===== src/inc/dcts_pkg.sv =====
package dcts_pkg;
  localparam logic [2:0] SYNC_LAST = 3'h5;
  localparam logic [2:0] SYNC_MODE = 3'h2;
  localparam logic [2:0] SYNC_WORD = 3'h3;
  localparam logic [3:0] CMD_TRANSFER = 4'h5;
  localparam logic [1:0] ACC_LAST = 2'h3;
  localparam logic [4:0] CODE_READ = 5'h02;
  localparam logic [4:0] CODE_WRITE = 5'h03;
  localparam logic [4:0] CODE_CONT = 5'h06;
  localparam logic [4:0] BURST_LAST = 5'h0F;
  localparam logic [1:0] PARCEL_FINAL = 2'h3;
  localparam logic [7:0] SECTOR_BURSTS = 8'h20;
  localparam logic [2:0] PIECES = 3'h6;
  localparam int PIECE_W = 12;
  localparam int WORD_W = 64;
  localparam int CB_W = 8;
  localparam logic [1:0] REG_CTRL = 2'h0;
  localparam logic [1:0] REG_PARAM = 2'h1;
  localparam logic [1:0] REG_STATUS = 2'h2;
  localparam int CTRL_INT_EN = 0;
  localparam int ST_DONE = 0;
  localparam int ST_BUSY = 1;
  localparam int ST_PERR = 2;
  localparam int ST_WRITE = 3;
  localparam int ST_ODD = 4;
  localparam logic [15:0] PARAM_RESET = 16'h0000;

  typedef enum logic [1:0] {FN_IDLE, FN_CMD, FN_ACC} dcts_fn_t;
  typedef enum logic [3:0] {
    BUF_IDLE, BUF_MODE, BUF_RD_REQ, BUF_RD_ANS, BUF_RD_SLOT, BUF_SEND,
    BUF_WR_CAP, BUF_WR_HAND, BUF_WR_SLOT
  } dcts_buf_t;
endpackage : dcts_pkg


===== src/design/dcts_top.sv =====
`timescale 1ns/1ps
module dcts_top (
  input wire logic clk_sys_i,
  input wire logic rst_i,
  input wire logic function_strobe_i,
  input wire logic [3:0] function_nibble_i,
  input wire logic [1:0] reg_addr_i,
  input wire logic [15:0] reg_wdata_i,
  input wire logic reg_wr_i,
  input wire logic reg_rd_i,
  output logic [15:0] reg_rdata_o,
  output logic irq_o,
  input wire logic drive_ready_i,
  input wire logic drive_read_clk_i,
  input wire logic [15:0] drive_bus_i,
  input wire logic drive_parity_i,
  input wire logic drive_done_i,
  output logic [15:0] drive_bus_o,
  output logic [4:0] drive_code_o,
  output logic drive_fdr_o,
  output logic [2:0] sync_phase_o,
  input wire logic [11:0] buf_data_i,
  output logic [11:0] buf_data_o,
  output logic pointer_a_strobe_o,
  output logic pointer_b_strobe_o,
  output logic [71:0] out_word_o,
  output logic out_word_valid_o,
  output logic out_clear_o,
  input wire logic out_word_req_i
);

  typedef struct packed {
    dcts_pkg::dcts_fn_t fn;
    logic [1:0] acc_cnt;
    logic [3:0] modifier;
    logic [15:0] acc;
    logic [15:0] param;
    logic int_en;
    logic done;
    logic perr;
    logic busy;
    logic dir_wr;
    logic odd;
    logic [2:0] sync;
    logic s1_rdy;
    logic s2_rdy;
    logic s3_rdy;
    logic s1_clk;
    logic s2_clk;
    logic s3_clk;
    logic s1_done;
    logic s2_done;
    logic [15:0] s1_bus;
    logic [15:0] s2_bus;
    logic s1_par;
    logic s2_par;
    logic asm_on;
    logic burst_on;
    logic [4:0] pcount;
    logic [7:0] bursts;
    logic sector_done;
    logic [1:0] paddr;
    logic [63:0] asm_word;
    logic wfp;
    logic wreq;
    logic start_a;
    logic start_b;
    logic start_wr_a;
    logic start_wr_b;
    logic cont;
    dcts_pkg::dcts_buf_t brd;
    logic [71:0] bshift;
    logic [2:0] bcnt;
    logic [11:0] bdata;
    logic pa;
    logic pb;
    logic [71:0] wshift;
    logic [71:0] oword;
    logic ovalid;
    logic clear;
    logic [4:0] code;
    logic [15:0] bus;
    logic fdr;
    logic [15:0] rdata;
  } dcts_state_t;

  dcts_state_t q;
  dcts_state_t d;

  // Check bit k is the parity of every eighth data bit starting at k
  function automatic logic [7:0] dcts_check(input logic [63:0] w);
    logic [7:0] cb;
    cb = 8'h00;
    for (int i = 0; i < dcts_pkg::WORD_W; i++) begin
      cb[i % dcts_pkg::CB_W] = cb[i % dcts_pkg::CB_W] ^ w[i];
    end
    return cb;
  endfunction : dcts_check

  logic rclk_rise;
  logic rdy_rise;
  logic [15:0] parcel;
  assign rclk_rise = q.s2_clk & ~q.s3_clk;
  assign rdy_rise = q.s2_rdy & ~q.s3_rdy;

  always_comb begin
    d = q;
    d.wfp = 1'b0;
    d.wreq = 1'b0;
    d.start_a = 1'b0;
    d.start_b = 1'b0;
    d.start_wr_a = 1'b0;
    d.start_wr_b = 1'b0;
    d.cont = 1'b0;
    d.pa = 1'b0;
    d.pb = 1'b0;
    d.ovalid = 1'b0;
    d.clear = 1'b0;
    d.fdr = 1'b0;
    parcel = q.s2_bus;

    d.sync = (q.sync == dcts_pkg::SYNC_LAST) ? 3'h0 : q.sync + 3'h1;

    // Drive pins arrive from outside; two stages before use
    d.s1_rdy = drive_ready_i;
    d.s2_rdy = q.s1_rdy;
    d.s3_rdy = q.s2_rdy;
    d.s1_clk = drive_read_clk_i;
    d.s2_clk = q.s1_clk;
    d.s3_clk = q.s2_clk;
    d.s1_done = drive_done_i;
    d.s2_done = q.s1_done;
    d.s1_bus = drive_bus_i;
    d.s2_bus = q.s1_bus;
    d.s1_par = drive_parity_i;
    d.s2_par = q.s1_par;

    // Request code changes only after the drive has seen the first request
    if (q.fdr && q.code != dcts_pkg::CODE_CONT) begin
      d.code = dcts_pkg::CODE_CONT;
    end

    unique case (q.fn)
      dcts_pkg::FN_IDLE: begin
        if (function_strobe_i) begin
          d.modifier = function_nibble_i;
          d.fn = dcts_pkg::FN_CMD;
        end
      end
      dcts_pkg::FN_CMD: begin
        d.acc_cnt = 2'h0;
        d.fn = (function_nibble_i == dcts_pkg::CMD_TRANSFER) ? dcts_pkg::FN_ACC
                                                              : dcts_pkg::FN_IDLE;
      end
      dcts_pkg::FN_ACC: begin
        d.acc = {q.acc[11:0], function_nibble_i};
        d.acc_cnt = q.acc_cnt + 2'h1;
        if (q.acc_cnt == dcts_pkg::ACC_LAST) begin
          d.fn = dcts_pkg::FN_IDLE;
          d.busy = 1'b1;
          d.odd = q.modifier[0];
          d.dir_wr = (d.acc[4:0] == dcts_pkg::CODE_WRITE);
          d.code = d.acc[4:0];
          d.bus = q.param;
          d.fdr = 1'b1;
          d.bursts = 8'h00;
          d.sector_done = 1'b0;
          d.burst_on = 1'b0;
          d.paddr = 2'h0;
          if (d.acc[4:0] == dcts_pkg::CODE_READ) begin
            d.start_a = ~q.modifier[0];
            d.start_b = q.modifier[0];
            d.asm_on = 1'b1;
            d.brd = dcts_pkg::BUF_MODE;
          end else if (d.acc[4:0] == dcts_pkg::CODE_WRITE) begin
            d.start_wr_a = ~q.modifier[0];
            d.start_wr_b = q.modifier[0];
            d.clear = 1'b1;
            d.wshift = '0;
            d.oword = '0;
            d.asm_on = 1'b0;
            d.brd = dcts_pkg::BUF_MODE;
          end
        end
      end
    endcase

    // Drive input unit: burst counting and parcel forwarding
    if (q.asm_on && rdy_rise) begin
      d.burst_on = 1'b1;
      d.pcount = 5'h00;
    end
    if (q.asm_on && q.burst_on && rclk_rise) begin
      d.asm_word[{q.paddr, 4'h0} +: 16] = parcel;
      if (^{parcel, q.s2_par}) begin
        d.perr = 1'b1;
      end
      d.paddr = q.paddr + 2'h1;
      d.wfp = (q.paddr == dcts_pkg::PARCEL_FINAL);
      d.pcount = q.pcount + 5'h01;
      if (q.pcount == dcts_pkg::BURST_LAST) begin
        d.burst_on = 1'b0;
        d.cont = 1'b1;
      end
    end

    // Drive output unit: restart the drive until the sector is complete
    if (q.cont) begin
      d.bursts = q.bursts + 8'h01;
      if (q.bursts + 8'h01 == dcts_pkg::SECTOR_BURSTS) begin
        d.sector_done = 1'b1;
        d.asm_on = 1'b0;
      end else begin
        d.fdr = 1'b1;
      end
    end

    // Buffer interface unit
    unique case (q.brd)
      dcts_pkg::BUF_IDLE: begin
        if (q.wfp) begin
          d.brd = dcts_pkg::BUF_RD_REQ;
        end
      end
      dcts_pkg::BUF_MODE: begin
        if (d.sync == dcts_pkg::SYNC_MODE) begin
          // Even read or odd write wants a-write mode: strobe b
          d.pa = (q.dir_wr != q.odd);
          d.pb = (q.dir_wr == q.odd);
          d.bcnt = dcts_pkg::PIECES;
          d.brd = q.dir_wr ? dcts_pkg::BUF_WR_CAP : dcts_pkg::BUF_IDLE;
        end
      end
      dcts_pkg::BUF_RD_REQ: begin
        if (d.sync == dcts_pkg::SYNC_MODE) begin
          d.wreq = 1'b1;
          d.brd = dcts_pkg::BUF_RD_ANS;
        end
      end
      dcts_pkg::BUF_RD_ANS: begin
        d.start_wr_a = ~q.odd;
        d.start_wr_b = q.odd;
        d.bshift = {dcts_check(q.asm_word), q.asm_word};
        d.brd = dcts_pkg::BUF_RD_SLOT;
      end
      dcts_pkg::BUF_RD_SLOT: begin
        if (d.sync == dcts_pkg::SYNC_WORD) begin
          d.pa = ~q.odd;
          d.pb = q.odd;
          d.bdata = q.bshift[11:0];
          d.bshift = q.bshift >> dcts_pkg::PIECE_W;
          d.bcnt = dcts_pkg::PIECES - 3'h1;
          d.brd = dcts_pkg::BUF_SEND;
        end
      end
      dcts_pkg::BUF_SEND: begin
        if (q.bcnt != 3'h0) begin
          d.bdata = q.bshift[11:0];
          d.bshift = q.bshift >> dcts_pkg::PIECE_W;
          d.bcnt = q.bcnt - 3'h1;
        end else begin
          d.bdata = 12'h000;
          d.brd = dcts_pkg::BUF_IDLE;
        end
      end
      dcts_pkg::BUF_WR_CAP: begin
        // Board answers a strobe from the next period on, so the strobe cycle is skipped
        if (!(q.pa || q.pb)) begin
          d.wshift = {buf_data_i, q.wshift[71:12]};
          d.bcnt = q.bcnt - 3'h1;
          if (q.bcnt == 3'h1) begin
            d.oword = d.wshift;
            d.ovalid = 1'b1;
            d.brd = dcts_pkg::BUF_WR_HAND;
          end
        end
      end
      dcts_pkg::BUF_WR_HAND: begin
        if (out_word_req_i) begin
          d.brd = dcts_pkg::BUF_WR_SLOT;
        end
      end
      dcts_pkg::BUF_WR_SLOT: begin
        if (d.sync == dcts_pkg::SYNC_WORD) begin
          d.pa = ~q.odd;
          d.pb = q.odd;
          d.bcnt = dcts_pkg::PIECES;
          d.brd = dcts_pkg::BUF_WR_CAP;
        end
      end
    endcase

    // Register port; a hardware set in the same cycle beats the clear
    d.rdata = 16'h0000;
    if (reg_rd_i) begin
      unique case (reg_addr_i)
        dcts_pkg::REG_CTRL: d.rdata[dcts_pkg::CTRL_INT_EN] = q.int_en;
        dcts_pkg::REG_PARAM: d.rdata = q.param;
        dcts_pkg::REG_STATUS: begin
          d.rdata[dcts_pkg::ST_DONE] = q.done;
          d.rdata[dcts_pkg::ST_BUSY] = q.busy;
          d.rdata[dcts_pkg::ST_PERR] = q.perr;
          d.rdata[dcts_pkg::ST_WRITE] = q.dir_wr;
          d.rdata[dcts_pkg::ST_ODD] = q.odd;
        end
        default: d.rdata = 16'h0000;
      endcase
    end
    if (reg_wr_i) begin
      unique case (reg_addr_i)
        dcts_pkg::REG_CTRL: d.int_en = reg_wdata_i[dcts_pkg::CTRL_INT_EN];
        dcts_pkg::REG_PARAM: d.param = reg_wdata_i;
        dcts_pkg::REG_STATUS: begin
          if (reg_wdata_i[dcts_pkg::ST_DONE]) begin
            d.done = 1'b0;
          end
          if (reg_wdata_i[dcts_pkg::ST_PERR]) begin
            d.perr = 1'b0;
          end
        end
        default: d.rdata = d.rdata;
      endcase
      if (q.asm_on && q.burst_on && rclk_rise && ^{parcel, q.s2_par}) begin
        d.perr = 1'b1;
      end
    end

    // Write direction finishes on drive-complete alone; its tail is outside this block
    if (q.busy && q.s2_done && (q.sector_done || q.dir_wr)) begin
      d.done = 1'b1;
      d.busy = 1'b0;
      d.asm_on = 1'b0;
      d.brd = dcts_pkg::BUF_IDLE;
    end
  end

  always_ff @(posedge clk_sys_i) begin
    if (rst_i) begin
      q <= '0;
      q.fn <= dcts_pkg::FN_IDLE;
      q.brd <= dcts_pkg::BUF_IDLE;
      q.param <= dcts_pkg::PARAM_RESET;
    end else begin
      q <= d;
    end
  end

  assign reg_rdata_o = q.rdata;
  assign irq_o = q.done & q.int_en;
  assign drive_bus_o = q.bus;
  assign drive_code_o = q.code;
  assign drive_fdr_o = q.fdr;
  assign sync_phase_o = q.sync;
  assign buf_data_o = q.bdata;
  assign pointer_a_strobe_o = q.pa;
  assign pointer_b_strobe_o = q.pb;
  assign out_word_o = q.oword;
  assign out_word_valid_o = q.ovalid;
  assign out_clear_o = q.clear;
endmodule : dcts_top


===== config.mk =====
export PLATFORM = sky130hd
export DESIGN_NAME = dcts_top
export DESIGN_NICKNAME = d
export VERILOG_FILES = /design/src/inc/dcts_pkg.sv /design/src/design/dcts_top.sv
export SDC_FILE = /design/constraint.sdc
export NUM_CORES = 1
export LEC_CHECK = 0
export ABC_AREA = 1
export BUFFER_PORTS_ARGS = -buffer_cell sky130_fd_sc_hd__buf_2
export CAP_MARGIN = 20
export CORE_UTILIZATION = 40
export CTS_BUF_LIST = sky130_fd_sc_hd__clkbuf_2
export DETAILED_ROUTE_END_ITERATION = 8
export GPL_ROUTABILITY_DRIVEN = 0
export PLACE_DENSITY_LB_ADDON = 0.12
export SYNTH_ARGS = -nofsm -noshare
export SYNTH_HDL_FRONTEND = slang
export SYNTH_SLANG_ARGS = --single-unit

===== constraint.sdc =====
create_clock -name clk_sys_i -period 3.2 [get_ports clk_sys_i]
set_input_delay 0.64 -clock clk_sys_i [delete_from_list [all_inputs] [get_ports clk_sys_i]]
set_output_delay 0.64 -clock clk_sys_i [all_outputs]
set_load 0.005 [all_outputs]

==> out/results.env, run 1 <==
OUTCOME='completed'
SYNTH_UNIQUE_CELLS=42
POST-ROUTE-DRC-COUNT=0
FINAL_PERIOD_MINUS_WORST_SETUP_SLACK_NS=2.76
FINALSETUPVIOLATIONS=0
GROUTE.USAGE.OVERALL=0.202
REG2REG_SLACK_NS=0.44
SYNTH-SEQ-CELLS=422
DIE_H_UM=213
CORE-AREA_SQ_UM=43600
TIMING.CRITICAL_PATH.REQUIRED_NS=4.17
SEQUENTIAL_SHARE_OF_POWER=0.556
FINAL_NET_COUNT=2598
CRIT_PATH_MAX_INCR_DELAY_NS=0.58
POST_ROUTE_CLOCK_PERIOD_UTILIZATION=0.864
SOURCE_OF_THE_CRITICAL_TIMING_PATH='q[455]$_SDFFE_PP0P_'
CLKSLEWWORSTSETUPHOLDPATHS_NS=0.10
ROUTE.DETAILED.WL_PER_INST_UM=14.3
CRIT_FANOUT=21
TOTAL_LEAKAGE_POWER_uW=0.00826
OVERFLOW=0
INITIAL_ANTENNA_VIOLATION_COUNT=2
CTS-BUFFERS-INSERTED=111
WORST_HOLD_SLACK_NS=0.339
CRITICAL_PATH.REG2REG.ENDPOINT='drive_code_o[2]$_SDFF_PP0_'
AREA_DELTA_SYNTH_FINAL_PCT=12.3
HOLD_VIOLATIONS=0
TOTAL_SWITCHING_POWER_uW=2670
CORE.ROWCOUNT=76
MAX_FREQ_GHz=0.362
DRT-INITIAL-DRC-COUNT=931
SLEW_VIOL_FINAL=0
SYNTH.CELL_AREA_SQ_UM=17800
DRT-PASS1-ITER-COUNT=5
DRT-VIAS-PER-INSTANCE=4.86
WORST_R2R_PATH_DEPTH=9
HOLD_PATH_CLASS='reg -> reg'
YS_TOP_CELLS_BY_AREA='sky130_fd_sc_hd__dfxtp_1, sky130_fd_sc_hd__nand2_1, sky130_fd_sc_hd__a21oi_1'
INITIAL_UTILIZATION=0.409
REGISTER_AREA_SQ_UM=8450
GRT_PASS1_VIAS=15100
FINAL.SETUP.TNS_NS=0
CRITICAL_PATH.CELL_CHAIN='inv_1 > ha_1 > nand2_1 > buf_4 > inv_1 > buf_4 > nor2_1 > a221oi_1 > dlygate4sd3_1'
WORSTSETUPENDPOINTTYPE='register'
CLOCK_PATH_BUFFERS=3
CTS-RESIZED-GATES=0
CATEGORY_OF_THE_MOST_CRITICAL_SETUP_PATH='reg -> reg'
PWR-SHARE-CLK=0.379
CLOCK_TREE_FROM_TRITONCTS='yes'
H_TREE_LEVEL_COUNT=3
POWER.INTERNAL_uW=7020
SYN-INSTANCE-COUNT=2370
NETLIST.AREA_LEADER.SHARE=0.474
GRT_PASS1_WL_MM=74.2
NUM_VIAS=15500
RELSLEWSLACK=0.411
POST_ROUTE_CELLS_DRIVE_ABOVE_1_SHARE=0.159
DIE-WIDTH_UM=213
SYNTHESIS.AREA_PER_INSTANCE_SQ_UM=7.52
GRT_SETUP_UNREPAIRED='false'
SW_SHARE=0.276
N_FILL_CELL=4606
YOSYSWARNINGS=0
CRITPATHLAUNCHTYPE='register'
PLACEMENT.IO_BUFFERS=189
TIGHTESTPINTRANSITION_NS=0.882
FINCLKSKEW_NS=0.0938
CLK_LATENCY_NS=1.07
CLOCK_TREE.ROOT_CELL='sky130_fd_sc_hd__clkbuf_2'
IOPINCOUNT=190
PIN_COUNT_OF_THE_BIGGEST_NET_ENTERING_GLOBAL_ROUTING=126
CRITICAL_PATH_ARRIVAL_NS=3.74
MAPPEDNETLISTNETS=2451
CRITPATHSLOWESTCELL='sky130_fd_sc_hd__dlygate4sd3_1'
ANT_NETS=0
REGTOREGSTARTPOINT='q[455]$_SDFFE_PP0P_'
HPWLAFTERDP_MM=29.0
TOTALWIRELENGTH_MM=45.6
MAX_CAP_VIOLATIONS=0
CAPTURE_POINT_OF_THE_WORST_PATH='drive_code_o[2]$_SDFF_PP0_'
FLOORPLAN.DIE_AREA_SQ_UM=45400
POWER_PER_CELL_AREA_nW_PER_UM2=484
VDD_DROP_MAX_mV=0.268
MULTI_INPUT_COMB_AREA_SQ_UM=7060
SYNTH_TOP_AREA_CELL='sky130_fd_sc_hd__dfxtp_1'
NUMCLOCKSINKS=422
LOGIC_PWR_SHARE=0.066
YS_SEQ_AREA_FRAC=0.474
==> stage by stage <==
stage / worst slack [ns] / instance area (sq um) / total power, uW / util / std cells
3_3_place_gp: 0.624 / 18300 / 6060 / 0.420 / 2914
3_5_place_dp: 0.560 / 18300 / 6070 / 0.420 / 2914
2_1_floorplan: 0.911 / 17800 / 5900 / - / 2370
5_1_grt: 0.279 / 20000 / 10200 / 0.460 / 3187
4_1_cts: 0.496 / 20000 / 9850 / 0.460 / 3186
6_report: 0.437 / 20000 / 9690 / 0.460 / 3188
==> repair_timing <==
item,in CTS,in global routing
endpoints found under the hold margin,88,0
setup buffers,0,0
hold buffers,75,0
==> cell type report <==
class                           count  share of cell area
Clock buffer                      163              0.0407
Tap cell                          585              0.0365
Antenna cell                        2            0.000250
Sequential cell                   422               0.422
Timing Repair Buffer              289              0.0980
Multi-Input combinational cell   1472               0.353
Clock inverter                     34             0.00843
Inverter                          221              0.0417
==> cell families (layout without fill, tap and decap cells) <==
logic type | Yosys count | after routing | synth area share
and+or+nand+nor | 825 | 825 | 0.185
AOI/OAI and AO/OA | 584 | 584 | 0.175
xor gates and xnor gates | 42 | 42 | 0.0206
adders and majority gates | 21 | 21 | 0.0147
other | 0 | 2 | 0
buffers and inverters | 476 | 707 | 0.131
DFF | 422 | 422 | 0.474
==> synthesized netlist by cell type (all sizes together) <==
cell type  instances
a211oi             3
a21o               1
a21oi            255
a221oi             3
a22oi             37
a311oi             2
a31oi             26
buf              164
clkbuf            91
clkinv             1
dfxtp            422
ha                21
inv              220
nand2            492
nand3             76
nand3b             2
nand4              3
nor2             219
nor3              21
nor4               1
o211ai             3
o21a               1
o21ai            246
o21bai             2
o22ai              2
o311ai             1
o32ai              2
or2               10
or3                1
xnor2             25
xor2              17
==> placed cells by master, fill, tap and decap left out, drive strengths merged, types with 3 or more instances in the layout <==
| cell | netlist | layout |
|---|---|---|
| o21ai | 246 | 246 |
| o211ai | 3 | 3 |
| a31oi | 26 | 26 |
| xnor2 | 25 | 25 |
| inv | 220 | 222 |
| clkinv | 1 | 31 |
| a211oi | 3 | 3 |
| or2 | 10 | 10 |
| nand2 | 492 | 492 |
| dfxtp | 422 | 422 |
| a21oi | 255 | 255 |
| xor2 | 17 | 17 |
| nand4 | 3 | 3 |
| nor3 | 21 | 21 |
| ha | 21 | 21 |
| a22oi | 37 | 37 |
| nand3 | 76 | 76 |
| clkbuf | 91 | 163 |
| buf | 164 | 214 |
| dlygate4sd3 | 0 | 75 |
| nor2 | 219 | 219 |
| a221oi | 3 | 3 |
==> worst max-delay path: cells and delay by family (launching register included) <==
| kind | cells | cell delay [ns] |
|---|---|---|
| fa+ha+maj | 1 | 0.26 |
| simple gates | 2 | 0.17 |
| compound gates | 1 | 0.28 |
| buf+inv | 5 | 1.64 |
| flops | 1 | 0.33 |
==> power by group through the flow <==
| stage | Clock, uW | Sequential, uW | Combinational [uW] |
|---|---|---|---|
| 2_1_floorplan | 0 | 5490 | 409 |
| 3_3_place_gp | 0 | 5500 | 553 |
| 3_5_place_dp | 0 | 5510 | 564 |
| 4_1_cts | 3830 | 5380 | 638 |
| 5_1_grt | 4120 | 5400 | 724 |
| 6_report | 3670 | 5390 | 638 |
==> routing by layer <==
layer  routed length, um  up-vias  track usage  part of all wire
li1                    -     7880            -                 -
met1               21900     7205        0.266              0.48
met2               20200      360        0.321              0.44
met3                2640       60       0.0493             0.058
met4                 813        0       0.0739             0.018
met5                   0        -            0                 0
==> worst min-delay path by stage <==
stage,from,to,slack [ns],cells past startpoint
after CTS,buf_data_i[11],out_word_o[71]$_SDFF_PP0_,0.19,4
after floorplan,d[403]$_SDFF_PP0_,d[402]$_SDFF_PP0_,0.39,2
final,d[406]$_SDFF_PP0_,d[405]$_SDFF_PP0_,0.34,2
after global routing,buf_data_i[11],out_word_o[71]$_SDFF_PP0_,0.25,4
after detailed placement,d[371]$_SDFF_PP0_,parcel[3]$_SDFF_PP0_,0.40,2
after global placement,d[403]$_SDFF_PP0_,d[402]$_SDFF_PP0_,0.40,2
(Power assumes the default switching activity.)
==> run 2: changes to the inputs <==
--- a/config.mk
+++ b/config.mk
@@ -5,7 +5,6 @@
 export SDC_FILE = /design/constraint.sdc
 export NUM_CORES = 1
 export LEC_CHECK = 0
-export ABC_AREA = 1
 export BUFFER_PORTS_ARGS = -buffer_cell sky130_fd_sc_hd__buf_2
 export CAP_MARGIN = 20
 export CORE_UTILIZATION = 40
==> run 2 against run 1 <==
Effect of this change: first-iteration DRC count is 9.2% lower; critical path depth is 2 lower; non-clock buffer count is 18 lower; cell area is 5.5% lower; sequential cell count stayed put; power is 3.1% lower; worst hold slack worse by 0.12 ns; highest routed layer unchanged; largest cell class unchanged.
==> out/results.env, run 2 <==
HOLD_PATH_CLASS='in -> reg'
FINAL_NET_COUNT=2067  # -20%
TOTAL_LEAKAGE_POWER_uW=0.00729  # -12%
SYN-INSTANCE-COUNT=1863  # -21%
CRITPATHSLOWESTCELL='sky130_fd_sc_hd__buf_4'
ROUTE.DETAILED.WL_PER_INST_UM=16.4  # +14%
NUM_VIAS=13500  # -13%
SYNTH_ASYNC_SR_FLOP_SHARE=0  # unchanged
AREA_DELTA_SYNTH_FINAL_PCT=11.4
CP.BUFFERS_INVERTERS=2  # -3
CRITPATHLAUNCHTYPE='register'
LAYOUT.CELLS.MOST_COMMON_LIST='sky130_fd_sc_hd__dfxtp_1, sky130_fd_sc_hd__a21oi_1, sky130_fd_sc_hd__buf_2'
CORE-AREA_SQ_UM=41900  # -3.7%
SYNTH_ENABLE_FLOP_CELLS=0  # unchanged
HPWLAFTERDP_MM=26.2  # -9.5%
CORE.ROWCOUNT=75  # -1.3%
POWER_PER_CELL_AREA_nW_PER_UM2=496  # +2.6%
DRT-INITIAL-DRC-COUNT=845  # -9.2%
WORSTSETUPENDPOINTTYPE='register'
CLOCK_TREE.ROOT_CELL='sky130_fd_sc_hd__clkbuf_2'
GRT_SETUP_UNREPAIRED='false'
FLOORPLAN.DIE_AREA_SQ_UM=43300  # -4.7%
DIE-WIDTH_UM=208  # -2.4%
SYNTH_TOP_AREA_CELL='sky130_fd_sc_hd__dfxtp_1'
POST-ROUTE-DRC-COUNT=0  # unchanged
TIGHTESTPINTRANSITION_NS=0.964  # +0.0823 ns
CRITICAL_PATH_ARRIVAL_NS=3.55  # -0.19 ns
CATEGORY_OF_THE_MOST_CRITICAL_SETUP_PATH='reg -> reg'
YS_TOP_CELLS_BY_AREA='sky130_fd_sc_hd__dfxtp_1, sky130_fd_sc_hd__a21oi_1, sky130_fd_sc_hd__a22oi_1'
CLOCK_PATH_BUFFERS=3  # unchanged
INITIAL_ANTENNA_VIOLATION_COUNT=1  # -1
GRT_PASS1_WL_MM=68.6  # -7.6%
VDD_DROP_MAX_mV=0.275  # +2.3%
PLACEMENT.IO_BUFFERS=189  # unchanged
NETLIST.AREA_LEADER.SHARE=0.497  # +0.0237
TOTALWIRELENGTH_MM=42.6  # -6.5%
YOSYS.CELL_COUNT.TOP_TYPE='sky130_fd_sc_hd__dfxtp_1'
FINAL.SETUP.TNS_NS=0  # unchanged
REGTOREGSTARTPOINT='q[455]$_SDFFE_PP0P_'
SYNTH-SEQ-CELLS=422  # unchanged
YOSYSWARNINGS=0  # unchanged
PATH_DELAY_FAMILY='buffers and inverters'
SYNTH_UNIQUE_CELLS=65  # +55%
CRIT_FANOUT=72  # +240%
OVERFLOW=0  # unchanged
HP-START='reg_addr_i[1]'
DRT-VIAS-PER-INSTANCE=5.16  # +6.2%
FINALSETUPVIOLATIONS=0  # unchanged
TIMING.CRITICAL_PATH.REQUIRED_NS=4.14  # -0.03 ns
FINCLKSKEW_NS=0.0729  # -0.0210 ns
CLKSLEWWORSTSETUPHOLDPATHS_NS=0.10  # about the same
WORST_HOLD_SLACK_NS=0.217  # -0.122 ns
SOURCE_OF_THE_CRITICAL_TIMING_PATH='q[455]$_SDFFE_PP0P_'
CLOCK_TREE_FROM_TRITONCTS='yes'
NUMCLOCKSINKS=422  # unchanged
SYNTH-MAIN-FF-CELL='sky130_fd_sc_hd__dfxtp_1'
DIE_H_UM=208  # -2.4%
RELSLEWSLACK=0.353  # -0.0577
CTS-RESIZED-GATES=0  # unchanged
CLK_LATENCY_NS=1.03  # -0.04 ns
SYNTH.CELL_AREA_SQ_UM=17000  # -4.8%
YS_SEQ_AREA_FRAC=0.497  # +0.0237
SYNTHESIS.AREA_PER_INSTANCE_SQ_UM=9.12  # +21%
FINAL_PERIOD_MINUS_WORST_SETUP_SLACK_NS=2.61  # -0.151 ns
SLEW_VIOL_FINAL=0  # unchanged
INITIAL_UTILIZATION=0.405  # -0.00458
OUTCOME='completed'
CRIT_PATH_MAX_INCR_DELAY_NS=0.64  # +0.06 ns
HOLD_VIOLATIONS=0  # unchanged
CTS-BUFFERS-INSERTED=110  # -0.90%
CRITICAL_PATH.CELL_CHAIN='inv_1 > ha_1 > and2_4 > and4b_1 > a211oi_4 > buf_4 > a22o_1'
ANT_NETS=0  # unchanged
DRT-PASS1-ITER-COUNT=5  # unchanged
SYNTH_COMMONEST_CELLS='sky130_fd_sc_hd__dfxtp_1, sky130_fd_sc_hd__a21oi_1, sky130_fd_sc_hd__nand2_1'
MAX_FREQ_GHz=0.383  # +5.8%
POST_ROUTE_CLOCK_PERIOD_UTILIZATION=0.816  # -0.0472
MAPPEDNETLISTNETS=1944  # -21%
H_TREE_LEVEL_COUNT=3  # unchanged
IOPINCOUNT=190  # unchanged
MAX_CAP_VIOLATIONS=0  # unchanged
GROUTE.USAGE.OVERALL=0.194  # -0.00829
GRT_PASS1_VIAS=12800  # -15%
POST_ROUTE_CELLS_DRIVE_ABOVE_1_SHARE=0.195  # +0.0359
LAYOUT_COMMONEST_CELL='sky130_fd_sc_hd__dfxtp_1'
PIN_COUNT_OF_THE_BIGGEST_NET_ENTERING_GLOBAL_ROUTING=121  # -4.0%
==> run 2: metrics by stage <==
stage | area, sq um | cells | power [uW] | util | setup WS, ns
finish | 18900 | 2605 | 9390 | 0.451 | 0.588
global route | 18900 | 2605 | 9870 | 0.451 | 0.413
CTS | 18900 | 2604 | 9580 | 0.451 | 0.547
detailed placement | 17300 | 2352 | 5710 | 0.412 | 0.594
global placement | 17300 | 2352 | 5710 | 0.412 | 0.675
floorplan | 17000 | 1863 | 5610 | - | 1.15
==> run 2: cell type report <==
| type | instances | area (sq um) |
|---|---|---|
| antenna | 1 | 2.50 |
| clock buffer | 163 | 816 |
| clock inverter | 28 | 191 |
| fill | 4185 | 23000 |
| inverter | 16 | 60.1 |
| multi-input combinational | 1165 | 6950 |
| sequential | 422 | 8450 |
| tap | 539 | 674 |
| timing repair buffer | 271 | 1770 |
==> run 2: final timing paths <==
check        slack, ns                        to  cells past startpoint
max               0.59  out_word_o[8]$_SDFF_PP0_                      7
min               0.22       q[416]$_SDFFE_PP0P_                      5
max reg2reg       0.59  out_word_o[8]$_SDFF_PP0_                      7
min reg2reg       0.42     parcel[11]$_SDFF_PP0_                      1
==> run 2: cells by family (layout without fill, tap and decap cells) <==
| group | after synthesis | in the layout | share of synthesized area |
|---|---|---|---|
| buffers and inverters | 276 | 478 | 0.0948 |
| AND/OR/NAND/NOR | 520 | 520 | 0.146 |
| other | 0 | 1 | 0 |
| multiplexers | 5 | 5 | 0.00317 |
| flip-flops | 422 | 422 | 0.497 |
| XOR/XNOR | 72 | 72 | 0.0379 |
| adder cells (fa/ha/maj) | 22 | 22 | 0.0161 |
| AO/OA/AOI/OAI | 546 | 546 | 0.205 |
==> run 2: routing by layer <==
metal	routed length (um)	track usage	vias up
met5	0	0	-
met4	940	0.0748	0
met3	1920	0.0430	78
met2	20000	0.314	332
met1	19800	0.252	6350
li1	-	-	6694
==> run 2: power by group <==
group	switching [uW]	leakage [uW]	internal, uW
registers	35.5	0.00341	5280
clock network	2160	0.000771	1590
logic	183	0.00311	142
==> run 2: timing repair <==
action,in CTS,in global routing
hold buffers,61,0
setup endpoints to repair,0,0
setup buffers,0,0
hold endpoints to repair,96,0
==> run 2: worst register-to-register path: cells and delay by family (launching register included) <==
family / cells / cell delay [ns]
AOI/OAI and AO/OA: 2 / 0.58
adders and majority gates: 1 / 0.28
and+or+nand+nor: 2 / 0.64
buffers and inverters: 2 / 0.71
DFF: 1 / 0.37
